<file path="src/hw/bhr_pkg.sv">
// Purpose: shared constants and types for the bus hang recovery block
// Assumes: core clock of 250 MHz, standard-mode bus timing by default
// Notes:   pulse widths and stall timeout are derived from times in ns
package bhr_pkg;

  // =====================================================================
  // timing
  localparam int unsigned CLK_PERIOD_NS     = 4;
  localparam int unsigned SCK_LOW_MIN_NS    = 4700;
  localparam int unsigned SCK_HIGH_MIN_NS   = 4000;
  localparam int unsigned SLOW_SCK_HIGH_NS  = 5000;
  localparam int unsigned STALL_FACTOR      = 4;
  localparam int unsigned STALL_NS          = SLOW_SCK_HIGH_NS * STALL_FACTOR;
  // least times round up to whole cycles
  localparam int unsigned SCK_LOW_CYC  = (SCK_LOW_MIN_NS + CLK_PERIOD_NS - 1) / CLK_PERIOD_NS;
  localparam int unsigned SCK_HIGH_CYC = (SCK_HIGH_MIN_NS + CLK_PERIOD_NS - 1) / CLK_PERIOD_NS;
  localparam int unsigned STALL_CYC    = (STALL_NS + CLK_PERIOD_NS - 1) / CLK_PERIOD_NS;
  localparam int unsigned RECOVERY_PULSES = 9;
  localparam int unsigned CNT_W  = 16;
  localparam int unsigned PULSE_W = 4;

  // =====================================================================
  // types
  typedef enum {
    BHR_IDLE,
    BHR_WATCH,
    BHR_LOW,
    BHR_HIGH,
    BHR_STOP_LOW,
    BHR_STOP_SETUP,
    BHR_CHECK
  } bhr_state_e;

  typedef struct packed {
    logic sda;
    logic sck;
  } bhr_line_s;

endpackage

</file>
<file path="src/hw/bhr_core.sv">
// Purpose: frees an I2C bus held low by a slave after a master reset
// Assumes: open-drain lines with external pull-ups; reset inputs are
//          asynchronous and active high (1 = master in reset)
// Notes:   one clock; line inputs pass two flip-flops before use
//
// Contract
// - on master reset, sample SDA to see whether it is stuck low
// - single master: SDA low in reset gives nine SCK pulses ending high
// - recovery pulses keep minimum high and low durations
// - after pulses, sample SDA again to confirm release
// - lines only pulled low or released, never driven high
// - take each master reset as input; observe and drive SDA and SCK
// - several masters: start detection when any master is in reset
// - reset seen with SDA high: bus not hung, do nothing
// - SDA low with SCK toggling is legal traffic, do nothing
// - SDA low and SCK high beyond stall timeout means hang, recover
// - stall timeout is four times slowest longest SCK high time
// - sample SDA and SCK many times per bus clock period
// - multi-master: generate stop condition after the nine pulses
// - start is SDA falling while SCK high; bus busy until stop
// - stop is SDA rising while SCK high; releases the bus
`timescale 1ns/10ps
`default_nettype none

module bhr_core
  import bhr_pkg::*;
#(
  parameter int unsigned           NUM_MASTERS  = 2,
  parameter bit                    MULTI_MASTER = 1'b1,
  parameter logic [CNT_W-1:0]      LOW_CYC      = CNT_W'(SCK_LOW_CYC),
  parameter logic [CNT_W-1:0]      HIGH_CYC     = CNT_W'(SCK_HIGH_CYC),
  parameter logic [CNT_W-1:0]      STALL_LIMIT  = CNT_W'(STALL_CYC)
) (
  input  wire logic                   CORE_CLK,
  input  wire logic                   RST_N,
  input  wire logic [NUM_MASTERS-1:0] PROCESSOR_RESET_STATUS,
  input  wire logic                   SDA_I,
  output logic                        SDA_O,
  output logic                        SDA_OE,
  input  wire logic                   SCK_I,
  output logic                        SCK_O,
  output logic                        SCK_OE,
  output logic                        RECOVERY_BUSY,
  output logic                        HANG_DETECTED
);

  // =====================================================================
  // input synchronisers
  bhr_line_s                  line_meta_reg;
  bhr_line_s                  line_reg;
  logic [NUM_MASTERS-1:0]     rst_meta_reg;
  logic [NUM_MASTERS-1:0]     rst_sync_reg;
  logic                       sck_prev_reg;

  // sampling every core cycle gives thousands of samples per bus period
  always_ff @(posedge CORE_CLK) begin
    if (!RST_N) begin
      line_meta_reg <= '{sda: 1'b1, sck: 1'b1};
      line_reg      <= '{sda: 1'b1, sck: 1'b1};
      rst_meta_reg  <= '0;
      rst_sync_reg  <= '0;
      sck_prev_reg  <= 1'b1;
    end else begin
      line_meta_reg <= '{sda: SDA_I, sck: SCK_I};
      line_reg      <= line_meta_reg;
      rst_meta_reg  <= PROCESSOR_RESET_STATUS;
      rst_sync_reg  <= rst_meta_reg;
      sck_prev_reg  <= line_reg.sck;
    end
  end

  logic any_reset;
  logic sck_edge;
  assign any_reset = |rst_sync_reg;
  assign sck_edge  = line_reg.sck ^ sck_prev_reg;

  // =====================================================================
  // recovery state machine
  bhr_state_e             state_reg,  state_next;
  logic [CNT_W-1:0]       cnt_reg,    cnt_next;
  logic [PULSE_W-1:0]     pulse_reg,  pulse_next;
  logic                   sck_low_reg, sck_low_next;
  logic                   sda_low_reg, sda_low_next;
  logic                   hang_reg,   hang_next;

  always_comb begin
    state_next   = state_reg;
    cnt_next     = cnt_reg;
    pulse_next   = pulse_reg;
    sck_low_next = 1'b0;
    sda_low_next = 1'b0;
    hang_next    = hang_reg;
    case (state_reg)
      BHR_IDLE: begin
        cnt_next = '0;
        if (any_reset) begin
          state_next = BHR_WATCH;
        end
      end
      BHR_WATCH: begin
        if (!any_reset) begin
          state_next = BHR_IDLE;
          cnt_next   = '0;
        end else if (line_reg.sda) begin
          cnt_next = '0;
        end else if (!MULTI_MASTER) begin
          state_next = BHR_LOW;
          cnt_next   = '0;
          pulse_next = '0;
          hang_next  = 1'b1;
        end else if (sck_edge || !line_reg.sck) begin
          cnt_next = '0;
        end else if (cnt_reg >= STALL_LIMIT) begin
          state_next = BHR_LOW;
          cnt_next   = '0;
          pulse_next = '0;
          hang_next  = 1'b1;
        end else begin
          cnt_next = cnt_reg + CNT_W'(1);
        end
      end
      BHR_LOW: begin
        sck_low_next = 1'b1;
        if (cnt_reg >= LOW_CYC - CNT_W'(1)) begin
          state_next = BHR_HIGH;
          cnt_next   = '0;
        end else begin
          cnt_next = cnt_reg + CNT_W'(1);
        end
      end
      BHR_HIGH: begin
        // a slave stretching SCK holds the high count off
        if (!line_reg.sck) begin
          cnt_next = '0;
        end else if (cnt_reg >= HIGH_CYC - CNT_W'(1)) begin
          cnt_next   = '0;
          pulse_next = pulse_reg + PULSE_W'(1);
          if (pulse_reg == PULSE_W'(RECOVERY_PULSES - 1)) begin
            state_next = MULTI_MASTER ? BHR_STOP_LOW : BHR_CHECK;
          end else begin
            state_next = BHR_LOW;
          end
        end else begin
          cnt_next = cnt_reg + CNT_W'(1);
        end
      end
      BHR_STOP_LOW: begin
        // SCK goes low one cycle before SDA, so the SDA fall is never a start
        sck_low_next = 1'b1;
        sda_low_next = sck_low_reg;
        if (cnt_reg >= LOW_CYC - CNT_W'(1)) begin
          state_next = BHR_STOP_SETUP;
          cnt_next   = '0;
        end else begin
          cnt_next = cnt_reg + CNT_W'(1);
        end
      end
      BHR_STOP_SETUP: begin
        sda_low_next = 1'b1;
        // a stretched SCK delays the stop until the line is really high
        if (!line_reg.sck) begin
          cnt_next = '0;
        end else if (cnt_reg >= HIGH_CYC - CNT_W'(1)) begin
          state_next = BHR_CHECK;
          cnt_next   = '0;
        end else begin
          cnt_next = cnt_reg + CNT_W'(1);
        end
      end
      BHR_CHECK: begin
        // let the released line settle through the synchroniser
        if (cnt_reg >= HIGH_CYC - CNT_W'(1)) begin
          cnt_next = '0;
          if (line_reg.sda) begin
            state_next = BHR_IDLE;
            hang_next  = 1'b0;
          end else begin
            state_next = BHR_LOW;
            pulse_next = '0;
          end
        end else begin
          cnt_next = cnt_reg + CNT_W'(1);
        end
      end
      default: begin
        state_next = BHR_IDLE;
        cnt_next   = '0;
      end
    endcase
  end

  always_ff @(posedge CORE_CLK) begin
    if (!RST_N) begin
      state_reg   <= BHR_IDLE;
      cnt_reg     <= '0;
      pulse_reg   <= '0;
      sck_low_reg <= 1'b0;
      sda_low_reg <= 1'b0;
      hang_reg    <= 1'b0;
    end else begin
      state_reg   <= state_next;
      cnt_reg     <= cnt_next;
      pulse_reg   <= pulse_next;
      sck_low_reg <= sck_low_next;
      sda_low_reg <= sda_low_next;
      hang_reg    <= hang_next;
    end
  end

  // =====================================================================
  // open-drain outputs: data always low, only the enable moves
  assign SDA_O  = 1'b0;
  assign SCK_O  = 1'b0;
  assign SDA_OE = sda_low_reg;
  assign SCK_OE = sck_low_reg;
  assign RECOVERY_BUSY = (state_reg != BHR_IDLE) && (state_reg != BHR_WATCH);
  assign HANG_DETECTED = hang_reg;

endmodule // bhr_core

`default_nettype wire

</file>
<file path="config.mk">
export PLATFORM = sky130hd
export DESIGN_NAME = bhr_core
export DESIGN_NICKNAME = d
export VERILOG_FILES = /design/src/hw/bhr_pkg.sv /design/src/hw/bhr_core.sv
export SDC_FILE = /design/constraint.sdc
export NUM_CORES = 1
export LEC_CHECK = 0
export ABC_AREA = 1
export BUFFER_PORTS_ARGS = -buffer_cell sky130_fd_sc_hd__buf_2
export CAP_MARGIN = 20
export CORE_MARGIN = 10
export CORE_UTILIZATION = 30
export CTS_CLUSTER_DIAMETER = 200
export CTS_CLUSTER_SIZE = 20
export DETAILED_ROUTE_END_ITERATION = 10
export GPL_TIMING_DRIVEN = 1
export PLACE_DENSITY = 0.5
export SYNTH_ARGS = -nofsm -noshare
export SYNTH_HDL_FRONTEND = slang
export SYNTH_SLANG_ARGS = --single-unit
</file>
<file path="constraint.sdc">
create_clock -name CORE_CLK -period 2.6 [get_ports CORE_CLK]
set_clock_uncertainty 0.15 [all_clocks]
set_input_delay 0.39 -clock CORE_CLK [delete_from_list [all_inputs] [get_ports CORE_CLK]]
set_output_delay 0.39 -clock CORE_CLK [all_outputs]
set_load 0.01 [all_outputs]
</file>
==> run summary <==
The post-synthesis share of cell area spent on xor and xnor gates is 4.63%, and the diode insertion count for antenna repair is 0. Startpoint of the most critical register-to-register path: state_reg[1]. Synthesis produced a netlist whose cell count is 258. The tools report the type of element capturing the critical path as a register. The run gives 2650 um as the half-perimeter wire length after placement. The synthesized netlist devotes 40.7% of its cell area to simple gates. The post-layout net count is 285, and the number of setup violations in the final report is 0.

The count of cells in the finished layout, fillers not included, comes to 351. Across every metal layer, demand over resource in global routing totals 7.80%. In the final layout, the share of cells above drive strength 1 is 25.4%. The first detailed-routing pass took 4 iterations. The run finished with clean final reports. The die outline width is 99.4 um, and the number of hold-slack violations in the final timing report is 0. For the worst setup path, the data required time is 2.63 ns. The filler cells instantiated in the layout total 664. The leading cell type in the layout, fill and taps excluded is sky130_fd_sc_hd__nand2_1.

The worst hold path begins at PROCESSOR_RESET_STATUS[0]. After clock tree synthesis, the repair step resized 0 gates. The tools report the fraction of the yosys area taken by sequential cells as 37.1%.

In this run the post-CTS setup repair buffer count came out at 0. The worst setup path is of the reg -> reg kind. The tools report the max-cap violation count as 0. Global routing finished with a remaining overflow of 0. For this design, the CTS-stage hold fixing added 0 buffers.

Summing the areas of all fa, ha and maj instances in the mapped netlist gives 2.65% of the synthesized area. The cell area after layout is 2160 um^2, and the area taken by flip-flops and latches is 701 um^2. Across all setup checks in the final design, the least slack found is 0.792 ns.

The origin of the worst setup path was state_reg[1]. The tightest hold path in the finished design has a slack of 0.121 ns. The weighted congestion at the end of routability-driven global placement is 0.821. Averaged over all synthesized cells, the footprint is 7.33 um^2.

Clock-pin slew was measured on the worst setup and hold paths at 0.08 ns. Number of levels in the clock H-tree: 2. STA puts the critical path data arrival time at 1.84 ns. TritonCTS built the clock tree. The cell area that synthesis handed to floorplanning was 1890 um^2. The clock period could shrink to 1.81 ns. For the via count of the first global-routing pass, the log shows 1403.

The die is 99.4 um tall. Summing all multi-input logic gate instances after layout gives 1050 um^2. Dividing the detail-routed wire length by the instance count gives 10.1 um.

Clock tree synthesis found a total of 35 sinks. The tools report the startpoint type of the worst setup path as a register. The analysis attributes to cell leakage a power of 0.951 nW. In the layout the commonest cells are sky130_fd_sc_hd__nand2_1, sky130_fd_sc_hd__nor2_1, sky130_fd_sc_hd__dfxtp_1, sky130_fd_sc_hd__inv_1, sky130_fd_sc_hd__nand3_1. Timing analysis after detailed placement gives a worst setup slack of 0.781 ns. The multiplexer area fraction after synthesis is 0%, and the total placed cells including tap cells is 343. The number of DRC markers in iteration 0 is 87. Entering global routing, the biggest net connects 14 pins. The largest family of logic cells by synthesized area is simple AND/OR/NAND/NOR gates. The floorplan has 28 rows.

Power spread over the standard cell area amounts to 858 nW/um^2. The synthesized design contains 35 register bits. The total power was 1.85 mW. The worst hold path class is in -> reg. In this run the remaining antenna-violating nets after routing total 0. The first global-routing pass estimated 6390 um of wire. For the final routed database, the setup TNS stands at 0 ns. Critical-path maximum fanout: 13. After detailed routing, the number of vias per cell comes to 4.18. The count of buffers from port buffering is 9, and the deepest clock path buffer count is 2.

In the routed design, unresolved DRC markers number 0. Clock root buffer master: sky130_fd_sc_hd__clkbuf_8. For this configuration, the core starts out at a cell density of 31.4%. The register with the most flip-flops in the layout has 16 of them. The die covers 9880 um^2. Counting the buffers created by CTS gives 5. Setup repair after global routing left no endpoint under its margin. Latest clock arrival within the worst-skew pair: 0.30 ns. The number of antenna violations at the first check in global routing was 0; the area fraction in compound gates after synthesis was 6.42%.

Timing would allow up to 0.553 GHz. Setup slack on the worst reg-to-reg path comes out at 0.79 ns. Number of I/O pins: 12.

The number of synthesis warnings is 0. The synthesis-to-finish area growth was 14.2%. The worst-case IR drop observed on VDD is 0.287 mV. The total area inside the core boundary comes to 6030 um^2. The area after detailed placement is 2020 um^2, and the post-synthesis cell type count is 30.

At the end of the flow the core is filled with cells to 35.8%. The number of max-slew violations in the final report is 0, and the number of vias in the routed layout is 1468. Summed over all layers, the routed wires come to 3560 um.

The worst path uses 69.5% of the clock period.
-- layer usage --
metal,track usage (%),vias up,share of wire [%]
li1,-,828,-
met1,10.5,613,56
met2,10.6,20,37
met3,2.49,7,4.1
met4,4.30,0,2.5
met5,0,-,0
-- Yosys cell counts, drive strengths merged --
| library cell | count | share of area [%] |
|---|---|---|
| nand2 | 59 | 13 |
| nor2 | 56 | 15 |
| dfxtp | 35 | 37 |
| inv | 32 | 6.4 |
| nand3 | 22 | 7.4 |
| o21ai | 12 | 3.6 |
| xor2 | 9 | 4.2 |
| or2 | 6 | 2.0 |
| a21oi | 5 | 1.7 |
| buf | 4 | 1.8 |
| ha | 4 | 2.6 |
| nand4 | 4 | 2.1 |
| nor3 | 4 | 1.1 |
| a21o | 1 | 0.40 |
| a31oi | 1 | 0.33 |
| clkbuf | 1 | 0.20 |
| conb | 1 | 0.20 |
| o211ai | 1 | 0.40 |
| xnor2 | 1 | 0.46 |
-- cells by family after synthesis --
| kind of cell | Yosys count |
|---|---|
| XOR/XNOR | 10 |
| AND/OR/NAND/NOR | 151 |
| adder cells (fa/ha/maj) | 4 |
| other | 1 |
| flip-flops | 35 |
| buffers and inverters | 37 |
| AO/OA/AOI/OAI | 20 |
-- worst max-delay path, stage by stage, from the launching register on --
cell and delay (ns):
sky130_fd_sc_hd__dfxtp_1 0.60, sky130_fd_sc_hd__nand2_2 0.10, sky130_fd_sc_hd__nand2_1 0.11, sky130_fd_sc_hd__nor2_1 0.06, sky130_fd_sc_hd__nand2_1 0.07, sky130_fd_sc_hd__nor2_1 0.05, sky130_fd_sc_hd__nand3_2 0.09, sky130_fd_sc_hd__nand2_2 0.05
sky130_fd_sc_hd__o21ai_2 0.12, sky130_fd_sc_hd__buf_4 0.24, sky130_fd_sc_hd__nor2_1 0.06
-- report_power, final --
group	internal, mW	leakage (nW)	switching [mW]
clock	0.383	0.0644	0.215
combinational	0.213	0.600	0.346
sequential	0.603	0.287	0.0930
total	1.20	0.951	0.654
-- path summary, 6_finish.rpt --
kind,endpoint,cells after the start
setup / recovery,cnt_reg[12],10
hold / removal,rst_meta_reg[0],3
setup reg to reg,cnt_reg[12],10
hold reg to reg,rst_sync_reg[0],2
-- cell type report --
class	instances	share of cell area (%)
clock buffer	5	3.19
tap	75	4.35
timing repair buffer	11	2.78
sequential	35	32.5
clock inverter	3	3.13
multi-input combinational	190	48.5
inverter	32	5.57
Power figures use the tool's default switching activity.
